### src/core/ect_pkg.sv
package ect_pkg;

  // ===================================================================
  // Register map (byte offsets on the 3-bit register port)
  localparam logic [2:0] A_CNT = 3'h0;
  localparam logic [2:0] A_CMPA = 3'h1;
  localparam logic [2:0] A_CMPB = 3'h2;
  localparam logic [2:0] A_CTL0 = 3'h3;
  localparam logic [2:0] A_CTL1 = 3'h4;
  localparam logic [2:0] A_CSR = 3'h5;

  // ===================================================================
  // Reset values and reserved read-as-one masks
  localparam logic [7:0] CNT_RST = 8'h00;
  localparam logic [7:0] CMP_RST = 8'hFF;
  localparam logic [7:0] CTL0_RST = 8'h00;
  localparam logic [7:0] CTL1_RST = 8'h00;
  localparam logic [7:0] CTL1_WMASK = 8'h1D;
  localparam logic [7:0] CTL1_RSV = 8'hE2;
  localparam logic [7:0] CSR_RSV = 8'h10;
  localparam logic [7:0] CNT_MAX = 8'hFF;
  localparam logic [2:0] FLG_RST = 3'h0;
  localparam logic [3:0] OS_RST = 4'h0;

  // ===================================================================
  // Field positions
  localparam int FLG_HI = 7;
  localparam int FLG_LO = 5;
  localparam int CCL_HI = 4;
  localparam int CCL_LO = 3;
  localparam int CKS_HI = 2;
  localparam int TEG_HI = 4;
  localparam int TEG_LO = 3;
  localparam int ARM_BIT = 2;
  localparam int ICK_BIT = 0;
  localparam int OS_HI = 3;
  localparam int PS_W = 7;

  // ===================================================================
  // Encodings
  typedef enum logic [1:0] {
    OUT_KEEP = 2'h0,
    OUT_LOW = 2'h1,
    OUT_HIGH = 2'h2,
    OUT_TOG = 2'h3
  } ect_act_t;

  localparam logic [1:0] CLR_A = 2'h1;
  localparam logic [1:0] CLR_B = 2'h2;
  localparam logic [1:0] CLR_PIN = 2'h3;
  localparam logic [1:0] EDG_RISE = 2'h1;
  localparam logic [1:0] EDG_FALL = 2'h2;
  localparam logic [1:0] EDG_BOTH = 2'h3;
  localparam logic [2:0] CKS_EXT_R = 3'h5;
  localparam logic [2:0] CKS_EXT_F = 3'h6;
  localparam logic [2:0] CKS_EXT_B = 3'h7;
  localparam logic [2:0] TAP_TOP = 3'h5;
  localparam logic [1:0] CKS_ONE = 2'h1;

endpackage

### src/core/ect_cmp_if.sv
`timescale 1ns/1ps
// ===================================================================
// Compare events and output selection passed to the waveform unit.
interface ect_cmp_if;
  logic match_a;
  logic match_b;
  logic [3:0] out_sel;
  logic hold;
  logic wave_r;
  modport core (output match_a, output match_b, output out_sel, output hold, input wave_r);
  modport wave (input match_a, input match_b, input out_sel, input hold, output wave_r);
endinterface

### src/core/ect_prescale.sv
`timescale 1ns/1ps
// ===================================================================
// Free-running divider; taps[0] is clk/4 up to taps[5] at clk/128.
module ect_prescale
  import ect_pkg::*;
#(
  parameter int W = PS_W
) (
  input wire logic clk,
  input wire logic rst_n,
  input wire logic hold,
  output logic [W-2:0] taps
);

  logic [W-1:0] div_r;

  always_ff @(posedge clk) begin
    if (!rst_n || hold) begin
      div_r <= '0;
    end else begin
      div_r <= div_r + 1'b1;
    end
  end

  assign taps = div_r[W-1:1];

endmodule

### src/core/ect_timer.sv
// Our own choices: the strobed register port and the address map.
`timescale 1ns/1ps
// How it works
// - In low-power hold every register and output sits at its reset value.
// - Match A, match B and wrap flags each gate one shared interrupt.
// - Clear in the counter write cycle wins; written value is dropped.
// - Count tick in the counter write cycle is dropped; write wins.
// - Writing a compare register masks that register's match this cycle.
// - Conflicting pin actions resolve toggle, then drive-1, drive-0, no-change.
// - Internal source counts on falling edge, including falls caused by switching.
// - Switching between internal and external source may give one count.
// - Clear select 01 match A, 10 match B, 11 clear-pin rising edge.
// - Upper output pair acts on match B, lower on match A.
// - A match fires on the count tick leaving the equal value.
// - Arming halts counting; trigger edge starts, selected clear halts again.
module ect_timer
  import ect_pkg::*;
(
  input wire logic clk,
  input wire logic rst_n,
  input wire logic lp_hold,
  input wire logic [2:0] addr,
  input wire logic [7:0] wdata,
  input wire logic wr_en,
  input wire logic rd_en,
  output logic [7:0] rdata,
  input wire logic ext_count_pin,
  input wire logic trigger_pin,
  input wire logic ext_clear_pin,
  output logic wave_out_pin,
  output logic irq
);

  // ===================================================================
  // Registers

  logic [7:0] cnt_r;
  logic [7:0] cmpa_r;
  logic [7:0] cmpb_r;
  logic [7:0] ctl0_r;
  logic [7:0] ctl1_r;
  logic [2:0] flags_r;
  logic [3:0] os_r;
  logic [7:0] rdata_r;
  logic irq_r;
  logic halted_r;
  logic src_prev_r;
  logic ext_prev_r;
  logic trig_prev_r;
  logic clrpin_prev_r;

  logic [5:0] taps;
  logic hold;
  logic wr_cnt;
  logic wr_cmpa;
  logic wr_cmpb;
  logic wr_ctl1;
  logic wr_csr;
  logic [2:0] cks;
  logic [1:0] ccl;
  logic [1:0] teg;
  logic arm;
  logic ick;
  logic src;
  logic inc_pulse;
  logic tick;
  logic eq_a;
  logic eq_b;
  logic match_a;
  logic match_b;
  logic clr;
  logic trig_hit;
  logic arm_set;
  logic wrap;
  logic [2:0] flags_nxt;

  ect_cmp_if cif ();

  assign hold = lp_hold;

  // ===================================================================
  // Field decode

  assign cks = ctl0_r[CKS_HI:0];
  assign ccl = ctl0_r[CCL_HI:CCL_LO];
  assign teg = ctl1_r[TEG_HI:TEG_LO];
  assign arm = ctl1_r[ARM_BIT];
  assign ick = ctl1_r[ICK_BIT];

  assign wr_cnt = wr_en && addr == A_CNT;
  assign wr_cmpa = wr_en && addr == A_CMPA;
  assign wr_cmpb = wr_en && addr == A_CMPB;
  assign wr_ctl1 = wr_en && addr == A_CTL1;
  assign wr_csr = wr_en && addr == A_CSR;

  // ===================================================================
  // Count source and increment pulse

  ect_prescale u_pre (
    .clk(clk),
    .rst_n(rst_n),
    .hold(hold),
    .taps(taps)
  );

  // Except in both-edge mode, the source is reduced to one level whose falling edge is a count.
  // A register write that changes the selection can therefore produce
  // a fall by itself, which counts exactly like a real clock edge.
  always_comb begin
    unique case (cks)
      3'h1, 3'h2, 3'h3: src = taps[TAP_TOP - {cks[1:0] - CKS_ONE, ick}];
      CKS_EXT_R: src = ~ext_count_pin;
      CKS_EXT_F: src = ext_count_pin;
      CKS_EXT_B: src = ext_count_pin;
      default: src = 1'b0;
    endcase
  end

  always_ff @(posedge clk) begin
    if (!rst_n || hold) begin
      src_prev_r <= 1'b0;
      ext_prev_r <= 1'b0;
      trig_prev_r <= 1'b0;
      clrpin_prev_r <= 1'b0;
    end else begin
      src_prev_r <= src;
      ext_prev_r <= ext_count_pin;
      trig_prev_r <= trigger_pin;
      clrpin_prev_r <= ext_clear_pin;
    end
  end

  assign inc_pulse = (cks == CKS_EXT_B) ? (ext_count_pin != ext_prev_r)
                                        : (src_prev_r && !src);
  assign tick = inc_pulse && !(arm && halted_r);

  // ===================================================================
  // Compare, clear and wrap

  assign eq_a = cnt_r == cmpa_r;
  assign eq_b = cnt_r == cmpb_r;
  assign match_a = tick && eq_a && !wr_cmpa;
  assign match_b = tick && eq_b && !wr_cmpb;

  always_comb begin
    unique case (ccl)
      CLR_A: clr = match_a;
      CLR_B: clr = match_b;
      CLR_PIN: clr = ext_clear_pin && !clrpin_prev_r;
      default: clr = 1'b0;
    endcase
  end

  assign wrap = tick && cnt_r == CNT_MAX && !clr && !wr_cnt;

  always_ff @(posedge clk) begin
    if (!rst_n || hold) begin
      cnt_r <= CNT_RST;
    end else if (clr) begin
      cnt_r <= CNT_RST;
    end else if (wr_cnt) begin
      cnt_r <= wdata;
    end else if (tick) begin
      cnt_r <= cnt_r + 8'h01;
    end
  end

  // ===================================================================
  // Trigger gate

  always_comb begin
    unique case (teg)
      EDG_RISE: trig_hit = trigger_pin && !trig_prev_r;
      EDG_FALL: trig_hit = !trigger_pin && trig_prev_r;
      EDG_BOTH: trig_hit = trigger_pin != trig_prev_r;
      default: trig_hit = 1'b0;
    endcase
  end

  assign arm_set = wr_ctl1 && wdata[ARM_BIT] && !arm;

  // Arming always halts, even if a trigger edge lands in the same cycle,
  // so software sees a defined stopped state right after setting the bit.
  always_ff @(posedge clk) begin
    if (!rst_n || hold) begin
      halted_r <= 1'b0;
    end else if (arm_set) begin
      halted_r <= 1'b1;
    end else if (trig_hit) begin
      halted_r <= 1'b0;
    end else if (clr && arm) begin
      halted_r <= 1'b1;
    end
  end

  // ===================================================================
  // Software registers

  always_ff @(posedge clk) begin
    if (!rst_n || hold) begin
      cmpa_r <= CMP_RST;
      cmpb_r <= CMP_RST;
      ctl0_r <= CTL0_RST;
      ctl1_r <= CTL1_RST;
      os_r <= OS_RST;
    end else begin
      if (wr_cmpa) begin
        cmpa_r <= wdata;
      end
      if (wr_cmpb) begin
        cmpb_r <= wdata;
      end
      if (wr_en && addr == A_CTL0) begin
        ctl0_r <= wdata;
      end
      if (wr_ctl1) begin
        ctl1_r <= wdata & CTL1_WMASK;
      end
      if (wr_csr) begin
        os_r <= wdata[OS_HI:0];
      end
    end
  end

  // A new event in the same cycle as a write-one clear keeps its flag.
  always_comb begin
    flags_nxt = flags_r;
    if (wr_csr) begin
      flags_nxt = flags_r & ~wdata[FLG_HI:FLG_LO];
    end
    flags_nxt = flags_nxt | {match_b, match_a, wrap};
  end

  always_ff @(posedge clk) begin
    if (!rst_n || hold) begin
      flags_r <= FLG_RST;
      irq_r <= 1'b0;
    end else begin
      flags_r <= flags_nxt;
      irq_r <= |(flags_r & ctl0_r[FLG_HI:FLG_LO]);
    end
  end

  always_ff @(posedge clk) begin
    if (!rst_n || hold) begin
      rdata_r <= 8'h00;
    end else if (rd_en) begin
      unique case (addr)
        A_CNT: rdata_r <= cnt_r;
        A_CMPA: rdata_r <= cmpa_r;
        A_CMPB: rdata_r <= cmpb_r;
        A_CTL0: rdata_r <= ctl0_r;
        A_CTL1: rdata_r <= ctl1_r | CTL1_RSV;
        A_CSR: rdata_r <= {flags_r, 1'b0, os_r} | CSR_RSV;
        default: rdata_r <= 8'h00;
      endcase
    end else begin
      rdata_r <= 8'h00;
    end
  end

  // ===================================================================
  // Waveform unit and outputs

  assign cif.match_a = match_a;
  assign cif.match_b = match_b;
  assign cif.out_sel = os_r;
  assign cif.hold = hold;

  ect_wave u_wave (
    .clk(clk),
    .rst_n(rst_n),
    .cif(cif.wave)
  );

  assign wave_out_pin = cif.wave_r;
  assign irq = irq_r;
  assign rdata = rdata_r;
endmodule

### src/core/ect_wave.sv
`timescale 1ns/1ps
// ===================================================================
// Waveform pin driver with match A/B conflict resolution.
module ect_wave
  import ect_pkg::*;
(
  input wire logic clk,
  input wire logic rst_n,
  ect_cmp_if.wave cif
);

  ect_act_t act_a;
  ect_act_t act_b;
  ect_act_t act;

  // Priority order equals numeric order of the codes, so the larger wins.
  function automatic ect_act_t pick(input ect_act_t x, input ect_act_t y);
    pick = (x > y) ? x : y;
  endfunction

  always_comb begin
    act_a = cif.match_a ? ect_act_t'(cif.out_sel[1:0]) : OUT_KEEP;
    act_b = cif.match_b ? ect_act_t'(cif.out_sel[OS_HI:2]) : OUT_KEEP;
    act = pick(act_a, act_b);
  end

  always_ff @(posedge clk) begin
    if (!rst_n || cif.hold) begin
      cif.wave_r <= 1'b0;
    end else begin
      unique case (act)
        OUT_KEEP: cif.wave_r <= cif.wave_r;
        OUT_LOW: cif.wave_r <= 1'b0;
        OUT_HIGH: cif.wave_r <= 1'b1;
        OUT_TOG: cif.wave_r <= ~cif.wave_r;
      endcase
    end
  end
endmodule

### config.mk
export PLATFORM = sky130hd
export DESIGN_NAME = ect_timer
export DESIGN_NICKNAME = d
export VERILOG_FILES = /design/src/core/ect_pkg.sv /design/src/core/ect_cmp_if.sv /design/src/core/ect_prescale.sv /design/src/core/ect_timer.sv /design/src/core/ect_wave.sv
export SDC_FILE = /design/constraint.sdc
export NUM_CORES = 1
export LEC_CHECK = 0
export BUFFER_PORTS_ARGS = -buffer_cell sky130_fd_sc_hd__buf_2
export CAP_MARGIN = 20
export CORE_AREA = 2 2 66 130
export CTS_BUF_LIST = sky130_fd_sc_hd__clkbuf_8
export DETAILED_ROUTE_END_ITERATION = 8
export DIE_AREA = 0 0 68 132
export PLACE_DENSITY = 0.62
export SLEW_MARGIN = 20
export SYNTH_ARGS = -nofsm -noshare
export SYNTH_HDL_FRONTEND = slang
export SYNTH_SLANG_ARGS = --single-unit
### constraint.sdc
create_clock -name clk -period 2.8 [get_ports clk]
set_input_delay 0.42 -clock clk [delete_from_list [all_inputs] [get_ports clk]]
set_output_delay 0.42 -clock clk [all_outputs]
set_load 0.01 [all_outputs]
; ---- After elaboration in Yosys (flattened, before gate mapping)
; Index checks and enable logic that the tools add are counted.
[word_totals]
regBits = 65
latch_bits = 0
ramBits = 0
mem_bits_ro = 0
out_inout_bits = 10
elab_cells = 114
memories = 0
[op_classes]
addsub = 4
n_mul = 0
div = 0
order_cmp = 2
n_eq_ne = 25
shifts = 0
n_mux = 17
bitwise = 7
n_reduce_logical = 43
[ops]
columns = op, count
row1 = one-hot mux 8 bit (6 select lines), 1
row2 = logical AND 1 bit, 22
row3 = equality test 8 bit, 2
row4 = two-way mux 8 bit, 2
row5 = equality test 3 bit (second input constant), 5
row6 = equality test 2 bit (second input constant), 6
row7 = equality test 3 x 2 -> 1 bit (second input constant), 4
row8 = one-hot mux 1 bit (3 select lines), 4
row9 = zero test 1 bit, 11
row10 = adder 8 x 1 -> 8 bit (second input constant), 1
row11 = equality test 8 bit (second input constant), 1
row12 = adder 7 x 1 -> 7 bit (second input constant), 1
row13 = AND 3 bit, 2
row14 = equality test 2 x 1 -> 1 bit (second input constant), 3
row15 = equality test 3 x 1 -> 1 bit (second input constant), 2
row16 = two-way mux 2 bit, 3
row17 = OR reduction 2 bit, 3
row18 = OR reduction 3 bit, 2
row19 = two-way mux 1 bit, 5
row20 = < comparator 3 x 4 -> 1 bit (second input constant), 1
row21 = binary-select mux 1 bit (select 3 bit), 1
row22 = zero test 3 bit, 1
row23 = two-way mux 3 bit, 1
row24 = inverter 1 bit, 3
row25 = 10 further kinds, 11

; ---- Depth between registers and ports, before layout
; Gate-level depths: netlist of the first run.
[depth]
word_depth = 16
depth_mapped = 14
ltp_nobuf = 13

; ---- Hierarchy
; Synthesis of the first run repeated with hierarchy kept, for this count alone.
[hier_totals]
cells_unflattened = 411
hier_area_um2 = 3448.3
[by_module_without_submodules]
columns = mod, instances, cells_each, area_each_um2, seq_area_each_um2
row1 = ect_timer, 1, 366, 3035.4, 1141.1
row2 = ect_prescale, 1, 34, 309.0, 140.1
row3 = ect_wave, 1, 11, 103.8, 20.0

; ---- Worst setup path after synthesis of the first run
; Ideal clock, no wire load.
[synth_path]
kind = register to register
start = reg ctl0_r[0]
end = reg u_wave.cif.wave_r
setup_ns = 0.127
arrival_time_ns = 2.713
required_time_ns = 2.673
setup_slack_ns = -0.040
path_stages_with_launch = 15
n_path_buf = 1
synth_period_minus_slack_ns = 2.840
cell_sequence = dfxtp_1 inv_1 ha_1 or2b_2 o22ai_1 nor3_2 o21a_1 buf_6 and3_2 ha_1 nor2b_1 o21ai_0 nand3_1 o21ai_0 a31oi_1
[synth_between]
elab_chain_cells = 16
[synth_rtl]
columns = element, line
row1 = start: declaration, ect_timer.sv:40  ; logic [7:0] ctl0_r;
row2 = start signal: assignment, ect_timer.sv:214  ; ctl0_r <= wdata;
row3 = subtractor 2 x 1 -> 2 bit, ect_timer.sv:111  ; 3'h1, 3'h2, 3'h3: src = taps[TAP_TOP - {cks[1:0] - CKS_ONE, ick}];
row4 = subtractor 3 bit, ect_timer.sv:111
row5 = binary-select mux 1 bit (select 3 bit), ect_timer.sv:111
row6 = two-way mux 1 bit (not written as such), ect_timer.sv:111
row7 = one-hot mux 1 bit (3 select lines), ect_timer.sv:110  ; unique case (cks)
row8 = zero test 1 bit, ect_timer.sv:134  ; : (src_prev_r && !src);
row9 = logical AND 1 bit, ect_timer.sv:134
row10 = two-way mux 1 bit *, ect_timer.sv:133  ; assign inc_pulse = (cks == CKS_EXT_B) ? (ext_count_pin != ext_prev_r)
row11 = logical AND 1 bit *, ect_timer.sv:135  ; assign tick = inc_pulse && !(arm && halted_r);
row12 = logical AND 1 bit (on tied branches) (2 in series), "ect_timer.sv:142, ect_timer.sv:143"
row13 = two-way mux 2 bit (on tied branches), "ect_wave.sv:22, ect_wave.sv:23"
row14 = > comparator 2 bit, ect_wave.sv:18  ; pick = (x > y) ? x : y;
row15 = two-way mux 2 bit *, ect_wave.sv:18
row16 = equality test 2 bit or equality test 2 x 1 -> 1 bit (tied branches), ect_wave.sv:31  ; unique case (act)
row17 = one-hot mux 1 bit (3 select lines), ect_wave.sv:31
row18 = end signal: assignment, ect_wave.sv:32  ; OUT_KEEP: cif.wave_r <= cif.wave_r;
row19 = end signal: assignment, ect_wave.sv:35  ; OUT_TOG: cif.wave_r <= ~cif.wave_r;
row20 = end: declaration, ect_cmp_if.sv:11  ; modport wave (input match_a, input match_b, input out_sel, input hold, output wave_r);
; Mark *: on every way between the ends. The rest lies on a longest branch, timed or not. The select of a mux whose other input is x is not followed.
; A chain may end at the register's enable or synchronous reset.

; ---- Final worst setup path of the first run
[layout_path]
start = reg ctl0_r[1]
end = reg u_wave.cif.wave_r
; Same word-level chain as after synthesis.

==> key figures, run 1 <==
Outcome
  – Status: completed

Power and ir drop
  – Pwr dens: 485 mW/mm²
  – P_leak: 1.55 nW
  – Peak supply drop: 0.270 mV

Global route
  – First-pass GRT wire length: 15800 µm
  – Largest net degree at the start of global routing: 27
  – Vias in the first global route: 3020
  – Grt met2 use: 42.2%
  – GRT Util Overall: between 20% and 30%
  – Initial antenna violation count: 0
  – Busiest layer in global routing: met2
  – Met3 global-route usage: roughly 4.6%
  – Grt ovf: 0
  – Met1 usage: around 25%

Final layout
  – Non-filler cells, final: between 500 and 600
  – N_diodes: 0
  – P&R area growth vs syn: 13.3%
  – Most common cell after layout, fill and taps aside: nand2_1
  – Fillers: 793
  – Nets@finish: 468
  – Share of layout cells above drive strength 1: about a fifth
  – Most frequent cells in the layout: nand2_1 (70), dfxtp_1 (64), nor2_1 (49)

Setup path
  – Critical path origin: ctl0_r[1]
  – Critical Path AT: about 2.9 ns
  – Req. time, crit path: 3.05 ns
  – CP Launch Type: flip-flop
  – Critical Path Max Stage Delay: between 0.3 and 0.4 ns
  – FF-to-FF path depth: 13
  – Stages on worst setup path: 13
  – Worst-path maximum fanout: 3
  – Worst Setup End Kind: flip-flop
  – Worst Path Buf+Inv: 1
  – Launch point of the worst reg-to-reg path: ctl0_r[1]
  – Top delay family on crit path: simple AND/OR/NAND/NOR gates
  – Setup CP Type: flip-flop to flip-flop
  – CP max stage cell: dfxtp_1
  – CP cell instances: inv_1, ha_4, or2b_2, o22ai_2, nor3_2, o21a_1, and3_2, ha_1, nor2b_1, o21ai_1, nand3_1, o21ai_0, a31oi_1

Yosys
  – Dominant synthesized flop cell: dfxtp_1
  – Synth Cell Area: 0.00350 mm²
  – Syn. warnings: 0
  – Post-synth EDFFs: 0
  – Gate Count Post-Synth: a little over 400
  – Mean Syn Cell Area: ~8.5 µm²
  – Flops & latches, synth: 65
  – Seq/Total Area, Yosys: 37.2%
  – Net Count, Synth: about 440
  – Post-synth ARST share: 0%
  – Netlist cell types: between 50 and 60

CTS
  – CTS resizes: 0
  – CTS Buf Count: 9
  – TritonCTS clock tree: yes
  – CTS Hold Buffers Added: 0
  – Post-CTS Repair Setup Buffers: 0
  – Clock latency on the worst-skew pair: between 0.3 and 0.4 ns
  – H-tree depth reported by CTS: 3
  – # clock sinks: 65
  – Root Driver: clkbuf_8
  – Clock Pin Slew Worst Setup and Hold Paths: 0.08 ns
  – Max Root-Sink Buffers: 2

STA
  – Worst Hold Margin: between 0.2 and 0.3 ns
  – Count of final hold-check violations: 0
  – Least-Margin Pin Slew: about 0.44 ns
  – Final period utilization: between 90% and 100%
  – Setup-failing EPs final: 0
  – Max-slew violations: 0
  – Relative slew margins: 70.9%
  – FMAX: about 0.38 GHz
  – Minimum clock period: approximately 2.6 ns
  – Final Skew: 0.0116 ns

Detailed routing
  – Final ANT Viol Nets: 0
  – First-pass iteration count of the detailed router: 4
  – DRC viols: 0
  – Drt wl/cell: between 15 and 20 µm
  – Post-DR vias/cell: approximately 5.5
  – Drt total wl: 9840 µm
  – DRT iter0 DRCs: 300
  – Vias: ~3000

Floorplanning
  – Die width: approximately 70 µm
  – Core area: ~0.008 mm²
  – # rows: 46
  – # IOs: 29
  – Die footprint: 0.00898 mm²
  – Initial core utilization: around 44%
  – Die Height: roughly 130 µm

Min path
  – Worst min path class: primary input to flip-flop
  – Hold Crit Start: ext_clear_pin
  – Hold path cells: 2

Flow run
  – Max cap viols: 0

Placement
  – Gp weighted congestion: around 0.9
  – DPL Wire Length: 7640 µm
  – Port Buf Inserts: 28
  – Placed insts: approximately 520
## cells in the mapped netlist (3+ instances only)
cell type / instances / area (µm²)
buf_4: 4 / 30.0
ha_1: 11 / 138
xnor2_1: 20 / 175
clkbuf_1: 14 / 52.6
xor2_1: 9 / 78.8
a21oi_1: 16 / 80.1
o21ai_0: 9 / 45.0
and3_1: 4 / 25.0
nand2_1: 70 / 263
a222oi_1: 3 / 30.0
and2_1: 5 / 31.3
nand4_1: 5 / 31.3
buf_2: 7 / 35.0
mux2_2: 4 / 45.0
nor2_1: 49 / 184
inv_1: 11 / 41.3
nor3_2: 3 / 30.0
nor3_1: 4 / 20.0
mux2i_1: 17 / 170
nor2b_1: 5 / 31.3
dfxtp_1: 65 / 1300
nand3_1: 27 / 135
a211oi_2: 8 / 100
## final cells by class
type                    count  area (µm²)  share of cell area, %
repair buffers             44         264                   6.66
well taps                  96         120                   3.03
multi-input cells         307        2040                   51.5
flip-flops and latches     65        1300                   32.9
clock inverters             6        57.6                   1.45
clock buffers              10         138                   3.47
inverters                  11        41.3                   1.04
## path summary, 6_finish.rpt
kind | to | slack, ns
setup / recovery | u_wave.cif.wave_r | 0.19
hold / removal | clrpin_prev_r | 0.28
setup reg to reg | u_wave.cif.wave_r | 0.19
hold reg to reg | u_pre.div_r[0] | 0.45
## cell families (layout without fill, tap and decap cells)
| group | after synthesis | in the layout | synth area share, % |
|---|---|---|---|
| and+or+nand+nor | 193 | 193 | 27.7 |
| DFF | 65 | 65 | 37.2 |
| AOI/OAI and AO/OA | 51 | 51 | 11.2 |
| buffers and inverters | 39 | 71 | 5.11 |
| xor gates and xnor gates | 29 | 29 | 7.26 |
| muxes | 23 | 23 | 7.54 |
| adders and majority gates | 11 | 11 | 3.93 |
## where the power goes
group | total, W | internal [W] | switching [W]
registers | 0.000948 | 0.000937 | 0.0000117
logic | 0.000168 | 0.0000634 | 0.000105
clock network | 0.000807 | 0.000429 | 0.000378
total | 0.00192 | 0.00143 | 0.000495
## flip-flops by register name, summed over array words and instances, names as in the netlist, 3 cells and up
signal       count
cif.out_sel      4
cmpa_r           8
cmpb_r           8
cnt_r            8
ctl0_r           8
ctl1_r           4
flags_r          3
rdata            8
u_pre.div_r      7
## worst register-to-register path: stages (launching register included)
cell and delay (ns):
dfxtp_1 0.34, inv_1 0.08, ha_4 0.28, or2b_2 0.29, o22ai_2 0.16, nor3_2 0.08
o21a_1 0.23, and3_2 0.21, ha_1 0.30, nor2b_1 0.13, o21ai_1 0.14, nand3_1 0.09
o21ai_0 0.08, a31oi_1 0.09
## layer usage
layer | wire, µm | vias up
met4 | 652 | 0
met2 | 5340 | 78
met3 | 401 | 33
met1 | 3440 | 1387
li1 | - | 1454
met5 | 0 | -
## metrics by stage
stage	instance area (µm²)	setup WS [ns]	setup TNS, ns	utilization (%)	power, W
floorplan	3500	0.0227	0	-	0.00107
global placement	3750	0.184	0	47.2	0.00114
detailed placement	3750	0.0711	0	47.2	0.00114
CTS	3940	0.0590	0	49.6	0.00194
global route	3960	-0.00384	-0.00384	49.9	0.00199
finish	3960	0.194	0	49.9	0.00192
Note: power is estimated with default switching activity, not from simulation.
==> run 2: changes to the inputs <==
--- a/config.mk
+++ b/config.mk
@@ -7,11 +7,11 @@
 export LEC_CHECK = 0
 export BUFFER_PORTS_ARGS = -buffer_cell sky130_fd_sc_hd__buf_2
 export CAP_MARGIN = 20
-export CORE_AREA = 2 2 66 130
+export CORE_AREA = 2 2 60 118
 export CTS_BUF_LIST = sky130_fd_sc_hd__clkbuf_8
 export DETAILED_ROUTE_END_ITERATION = 8
-export DIE_AREA = 0 0 68 132
-export PLACE_DENSITY = 0.62
+export DIE_AREA = 0 0 62 120
+export PLACE_DENSITY = 0.73
 export SLEW_MARGIN = 20
 export SYNTH_ARGS = -nofsm -noshare
 export SYNTH_HDL_FRONTEND = slang
==> run 2 against run 1 <==
Final cell count fell by 2.0%. Utilization rose by 9.9 points. Combinational power barely moved. Clock skew fell by 0.00072 ns. Critical path depth did not move. Largest power group unchanged. Maximum frequency fell by 0.48%. Wire length rose by 0.45%. Critical endpoint unchanged. Register-to-register slack barely moved. Cell area fell by 0.82%. Highest routed layer unchanged. Via count rose by 2.8%. Worst hold slack improved by 0.0081 ns. Largest cell class unchanged.
==> key figures, run 2 (synthesized netlist as in run 1, its figures left out) <==
Floorplanning
  – Die Height: 120 µm (was 132 µm)
  – Die footprint: 0.00744 mm² (was 0.00898 mm²)
  – # IOs: 29 (unchanged)
  – Die width: 62 µm (was 68 µm)
  – Initial core utilization: 53.3% (was 44.1%)
  – Core area: 0.00657 mm² (was 0.00794 mm²)
  – # rows: 42 (was 46)

Detailed routing
  – DRT iter0 DRCs: 178 (was 300)
  – First-pass iteration count of the detailed router: 5 (was 4)
  – Vias: 3034 (was 2952)
  – Drt total wl: 9890 µm (was 9840 µm)
  – DRC viols: 0 (unchanged)
  – Drt wl/cell: 18.7 µm (was 18.3 µm)
  – Final ANT Viol Nets: 0 (unchanged)
  – Post-DR vias/cell: 5.75 (was 5.48)

CTS
  – Clock Pin Slew Worst Setup and Hold Paths: 0.07 ns (was 0.08 ns)
  – Max Root-Sink Buffers: 2 (unchanged)
  – Clock latency on the worst-skew pair: 0.36 ns (about the same)
  – CTS Buf Count: 9 (unchanged)
  – Root Driver: clkbuf_8 (unchanged)
  – H-tree depth reported by CTS: 3 (unchanged)
  – Post-CTS Repair Setup Buffers: 0 (unchanged)
  – # clock sinks: 65 (unchanged)
  – TritonCTS clock tree: yes (unchanged)

Final layout
  – Most common cell after layout, fill and taps aside: nand2_1 (unchanged)
  – N_diodes: 0 (unchanged)
  – Area of the multi-input gates: 0.00204 mm² (about the same)
  – Non-filler cells, final: 528 (was 539)
  – Share of layout cells above drive strength 1: 20.9% (was 21.2%)
  – P&R area growth vs syn: 12.3% (was 13.3%)
  – Flip-flop and latch area: 0.00130 mm² (unchanged)
  – Most frequent cells in the layout: nand2_1 (70), dfxtp_1 (64), nor2_1 (49) (unchanged)
  – Nets@finish: 466 (was 468)
  – Fillers: 611 (was 793)

STA
  – Least-Margin Pin Slew: 0.489 ns (was 0.436 ns)
  – RSZ-0062 raised after global routing: false
  – Max-slew violations: 0 (unchanged)
  – Minimum clock period: 2.62 ns (was 2.61 ns)
  – Count of final hold-check violations: 0 (unchanged)
  – Final Skew: 0.0109 ns (was 0.0116 ns)
  – Final period utilization: 93.5% (was 93.1%)
  – TNS Setup: 0 ns (unchanged)
  – FMAX: 0.382 GHz (was 0.384 GHz)
  – Setup-failing EPs final: 0 (unchanged)
  – Relative slew margins: 67.4% (was 70.9%)

Setup path
  – Req. time, crit path: 3.04 ns (was 3.05 ns)
  – Launch point of the worst reg-to-reg path: ctl0_r[0] (was ctl0_r[1])
  – Worst Setup End Kind: flip-flop (unchanged)
  – FF-to-FF path depth: 13 (unchanged)
  – CP endpoint: u_wave.cif.wave_r (unchanged)
  – Worst-path maximum fanout: 3 (unchanged)
  – Setup CP Type: flip-flop to flip-flop (unchanged)
  – R2R setup slack: 0.18 ns (was 0.19 ns)
  – Critical Path AT: 2.86 ns (about the same)
  – CP Launch Type: flip-flop (unchanged)
  – Critical path origin: ctl0_r[0] (was ctl0_r[1])
  – Reg-to-reg endpoint: u_wave.cif.wave_r (unchanged)

Outcome
  – Status: completed (unchanged)

Power and ir drop
  – Peak supply drop: 0.266 mV (was 0.270 mV)
  – P_leak: 1.53 nW (was 1.55 nW)
  – Pwr dens: 482 mW/mm² (was 485 mW/mm²)

Global route
  – Initial antenna violation count: 0 (unchanged)
  – Largest net degree at the start of global routing: 27 (unchanged)
  – First-pass GRT wire length: 15600 µm (was 15800 µm)
  – Grt ovf: 0 (unchanged)
  – GRT Util Overall: 29.8% (was 24.3%)
  – Vias in the first global route: 3129 (was 3020)

Placement
  – Gp weighted congestion: 0.959 (was 0.902)
  – Port Buf Inserts: 28 (unchanged)
  – Placed insts: 513 (was 523)
  – DPL Wire Length: 7510 µm (was 7640 µm)

Flow run
  – Max cap viols: 0 (unchanged)

Min path
  – Worst min path class: primary input to flip-flop (unchanged)
## run 2: worst min path at each step
stage | endpoint | from | depth (start not counted) | slack, ns
2_1_floorplan | u_pre.div_r[0] | u_pre.div_r[0] | 1 | 0.42
3_3_place_gp | u_pre.div_r[0] | u_pre.div_r[0] | 1 | 0.44
3_5_place_dp | u_pre.div_r[0] | u_pre.div_r[0] | 1 | 0.44
4_1_cts | clrpin_prev_r | ext_clear_pin | 2 | 0.27
5_1_grt | clrpin_prev_r | ext_clear_pin | 2 | 0.29
6_report | clrpin_prev_r | ext_clear_pin | 2 | 0.28
## run 2: cell type report
cell class / instances / share of cell area, %
clock inverters: 6 / 1.53
multi-input cells: 307 / 52.0
well taps: 88 / 2.80
repair buffers: 42 / 6.33
inverters: 11 / 1.05
flip-flops and latches: 65 / 33.1
clock buffers: 9 / 3.15
## run 2: stage by stage
step / hold WS, ns / setup slack (ns) / util (%) / power [W] / cell area [µm²]
6_report: 0.284 / 0.181 / 59.8 / 0.00189 / 3930
5_1_grt: 0.292 / 0.00921 / 59.8 / 0.00196 / 3930
4_1_cts: 0.269 / 0.0841 / 59.4 / 0.00190 / 3910
3_5_place_dp: 0.435 / 0.109 / 56.6 / 0.00113 / 3720
3_3_place_gp: 0.435 / 0.200 / 56.6 / 0.00113 / 3720
2_1_floorplan: 0.417 / 0.0227 / - / 0.00107 / 3500
## run 2: worst max-delay path, cell delays in order, from the launching register on
cell and delay, ns:
dfxtp_2 0.33, inv_1 0.09, ha_4 0.28, or2b_2 0.30, o22ai_2 0.15, nor3_2 0.08
o21a_1 0.21, and3_2 0.21, ha_1 0.32, nor2b_1 0.16, o21ai_2 0.12, nand3_1 0.08
o21ai_0 0.08, a31oi_1 0.09
## run 2: layer usage
| layer | up-vias | track usage [%] | wire [µm] |
|---|---|---|---|
| met5 | - | 0 | 0 |
| met4 | 0 | 25.5 | 853 |
| met3 | 56 | 7.22 | 487 |
| met2 | 115 | 48.2 | 5260 |
| met1 | 1417 | 29.2 | 3280 |
| li1 | 1446 | - | - |
## run 2: power breakdown
| group | internal [W] | leakage (nW) | switching, W |
|---|---|---|---|
| Clock | 0.000401 | 0.0909 | 0.000379 |
| Combinational | 0.0000624 | 0.914 | 0.000104 |
| Sequential | 0.000937 | 0.527 | 0.0000124 |
| Total | 0.00140 | 1.53 | 0.000495 |
## run 2: what timing repair did
action,4_1_cts,5_1_grt
hold endpoints to repair,0,0
setup endpoints to repair,0,1
resized for setup,0,5
hold buffers,0,0
==> run 3: changes to the inputs <==
--- a/config.mk
+++ b/config.mk
@@ -7,10 +7,9 @@
 export LEC_CHECK = 0
 export BUFFER_PORTS_ARGS = -buffer_cell sky130_fd_sc_hd__buf_2
 export CAP_MARGIN = 20
-export CORE_AREA = 2 2 60 118
-export CTS_BUF_LIST = sky130_fd_sc_hd__clkbuf_8
+export CORE_AREA = 2 2 60 119
 export DETAILED_ROUTE_END_ITERATION = 8
-export DIE_AREA = 0 0 62 120
+export DIE_AREA = 0 0 62 121
 export PLACE_DENSITY = 0.73
 export SLEW_MARGIN = 20
 export SYNTH_ARGS = -nofsm -noshare
==> run 3 against run 2 <==
Global-route usage shrank 0.41 points. Maximum frequency decreased by 0.85%. Worst setup slack got worse by 0.022 ns. Combinational power hardly changed. Power rose by 32%. Clock power rose by 78%. Cell area is 4.6% higher. Utilization increased by 2.7 points. First-iteration DRC count increased by 48%. Sequential cell count stayed put. Highest routed layer unchanged.
==> key figures, run 3 (synthesized netlist as in run 1, its figures left out) <==
Placement
  – Port Buf Inserts: 28 (unchanged)
  – DPL Wire Length: 7410 µm (was 7510 µm)
  – Dpl ws: 0.0676 ns (was 0.109 ns)
  – Gp weighted congestion: 0.971 (was 0.959)
  – Placed cell area: 0.00372 mm² (unchanged)

STA
  – TNS Setup: 0 ns (unchanged)
  – Max-slew violations: 0 (unchanged)
  – Final Skew: 0.00458 ns (was 0.0109 ns)
  – Count of final hold-check violations: 0 (unchanged)
  – Minimum clock period: 2.64 ns (was 2.62 ns)
  – RSZ-0062 raised after global routing: false (unchanged)
  – Relative slew margins: 66.2% (was 67.4%)
  – FMAX: 0.379 GHz (was 0.382 GHz)
  – Final period utilization: 94.3% (was 93.5%)
  – Setup-failing EPs final: 0 (unchanged)
  – Least-Margin Pin Slew: 0.507 ns (was 0.489 ns)
  – Final worst-path setup slack: 0.159 ns (was 0.181 ns)

Setup path
  – Setup CP Type: flip-flop to flip-flop (unchanged)
  – Worst Setup End Kind: flip-flop (unchanged)
  – Critical Path AT: 2.85 ns (was 2.86 ns)
  – FF-to-FF path depth: 13 (unchanged)
  – Worst-path maximum fanout: 3 (unchanged)
  – CP Launch Type: flip-flop (unchanged)
  – Launch point of the worst reg-to-reg path: ctl0_r[0] (unchanged)
  – Reg-to-reg endpoint: u_wave.cif.wave_r (unchanged)
  – R2R setup slack: 0.16 ns (was 0.18 ns)
  – Req. time, crit path: 3.01 ns (was 3.04 ns)

CTS
  – # clock sinks: 65 (unchanged)
  – CTS Hold Buffers Added: 0 (unchanged)
  – Root Driver: clkbuf_16 (was clkbuf_8)
  – Clock latency on the worst-skew pair: 0.33 ns (was 0.36 ns)
  – Max Root-Sink Buffers: 2 (unchanged)
  – CTS resizes: 0 (unchanged)
  – Post-CTS Repair Setup Buffers: 0 (unchanged)
  – TritonCTS clock tree: yes (unchanged)
  – H-tree depth reported by CTS: 3 (unchanged)
  – Clock Pin Slew Worst Setup and Hold Paths: 0.06 ns (was 0.07 ns)
  – CTS Buf Count: 9 (unchanged)

Global route
  – GRT Util Overall: 29.3% (was 29.8%)
  – Grt met2 use: 46.0% (was 48.2%)
  – Vias in the first global route: 3052 (was 3129)
  – Largest net degree at the start of global routing: 27 (unchanged)
  – Met1 usage: 30.1% (was 29.2%)
  – Grt ovf: 0 (unchanged)
  – Met3 global-route usage: 6.93% (was 7.22%)
  – Initial antenna violation count: 0 (unchanged)
  – First-pass GRT wire length: 15600 µm (about the same)
  – Busiest layer in global routing: met2 (unchanged)

Flow run
  – Max cap viols: 0 (unchanged)

Power and ir drop
  – Peak supply drop: 0.546 mV (was 0.266 mV)
  – P_leak: 1.61 nW (was 1.53 nW)
  – Tot Pwr: 0.00250 W (was 0.00189 W)
  – Pwr dens: 609 mW/mm² (was 482 mW/mm²)

Final layout
  – Area of the multi-input gates: 0.00204 mm² (about the same)
  – Nets@finish: 466 (unchanged)
  – Post-route cell area: 0.00411 mm² (was 0.00393 mm²)
  – P&R area growth vs syn: 17.5% (was 12.3%)
  – Most common cell after layout, fill and taps aside: nand2_1 (unchanged)
  – Most frequent cells in the layout: nand2_1 (70), dfxtp_1 (64), nor2_1 (49) (unchanged)
  – Flip-flop and latch area: 0.00130 mm² (unchanged)
  – Share of layout cells above drive strength 1: 20.9% (about the same)
  – Fillers: 593 (was 611)
  – N_diodes: 0 (unchanged)

Floorplanning
  – # rows: 42 (unchanged)
  – Die Height: 121 µm (was 120 µm)
  – Core area: 0.00657 mm² (unchanged)
  – # IOs: 29 (unchanged)
  – Die footprint: 0.00750 mm² (was 0.00744 mm²)
  – Initial core utilization: 53.3% (unchanged)
  – Die width: 62 µm (unchanged)

Outcome
  – Status: completed (unchanged)

Min path
  – Worst min path class: primary input to flip-flop (unchanged)
  – Hold path endpoint: clrpin_prev_r (unchanged)
  – Hold Crit Start: ext_clear_pin (unchanged)
  – Hold path cells: 2 (unchanged)

Detailed routing
  – Vias: 3051 (was 3034)
  – DRC viols: 0 (unchanged)
  – Drt total wl: 9870 µm (was 9890 µm)
  – Drt wl/cell: 18.7 µm (about the same)
  – First-pass iteration count of the detailed router: 5 (unchanged)
  – Final ANT Viol Nets: 0 (unchanged)
  – Post-DR vias/cell: 5.77 (was 5.75)
  – DRT iter0 DRCs: 263 (was 178)
-- run 3: per-stage QoR --
step           instances  utilization [%]  hold slack, ns
6_report             529             62.6           0.304
5_1_grt              529             62.6           0.317
4_1_cts              529             62.2           0.297
3_5_place_dp         513             56.6           0.448
3_3_place_gp         513             56.6           0.438
2_1_floorplan        411                -           0.417
-- run 3: how the worst max path moves through the flow --
stage	startpoint	end	slack, ns	cells after the start
4_1_cts	ctl0_r[0]	u_wave.cif.wave_r	0.05	14
3_3_place_gp	ctl0_r[0]	u_wave.cif.wave_r	0.19	13
2_1_floorplan	ctl0_r[0]	u_wave.cif.wave_r	0.02	14
5_1_grt	ctl0_r[0]	u_wave.cif.wave_r	0.02	13
6_report	ctl0_r[0]	u_wave.cif.wave_r	0.16	13
3_5_place_dp	ctl0_r[0]	u_wave.cif.wave_r	0.07	14
-- run 3: layout make-up --
cell class                 count  share of cell area [%]
multi-input combinational    307                    49.6
clock inverter                 7                    3.47
tap                           88                    2.68
clock buffer                   9                    5.48
sequential                    65                    31.7
timing repair buffer          42                    6.06
inverter                      11                    1.00
-- run 3: critical path, stage by stage, from the launching register on --
cell     delay [ns]
dfxtp_2        0.33
inv_1          0.09
ha_4           0.28
or2b_2         0.30
o22ai_2        0.16
nor3_2         0.08
o21a_1         0.21
and3_2         0.21
ha_1           0.30
nor2b_1        0.13
o21ai_1        0.15
nand3_1        0.08
o21ai_0        0.08
a31oi_1        0.10
-- run 3: routing by layer --
layer	part of all wire [%]	wire length, µm	vias up
li1	-	-	1452
met1	35	3430	1434
met3	3.8	374	61
met4	10	1010	0
met5	0	0	-
met2	51	5060	104
-- run 3: power breakdown --
| part | switching (W) | total (W) | internal [W] | leakage, nW |
|---|---|---|---|---|
| Combinational | 0.000104 | 0.000166 | 0.0000616 | 0.914 |
| Sequential | 0.0000123 | 0.000950 | 0.000938 | 0.527 |
| Clock | 0.000427 | 0.00139 | 0.000959 | 0.168 |
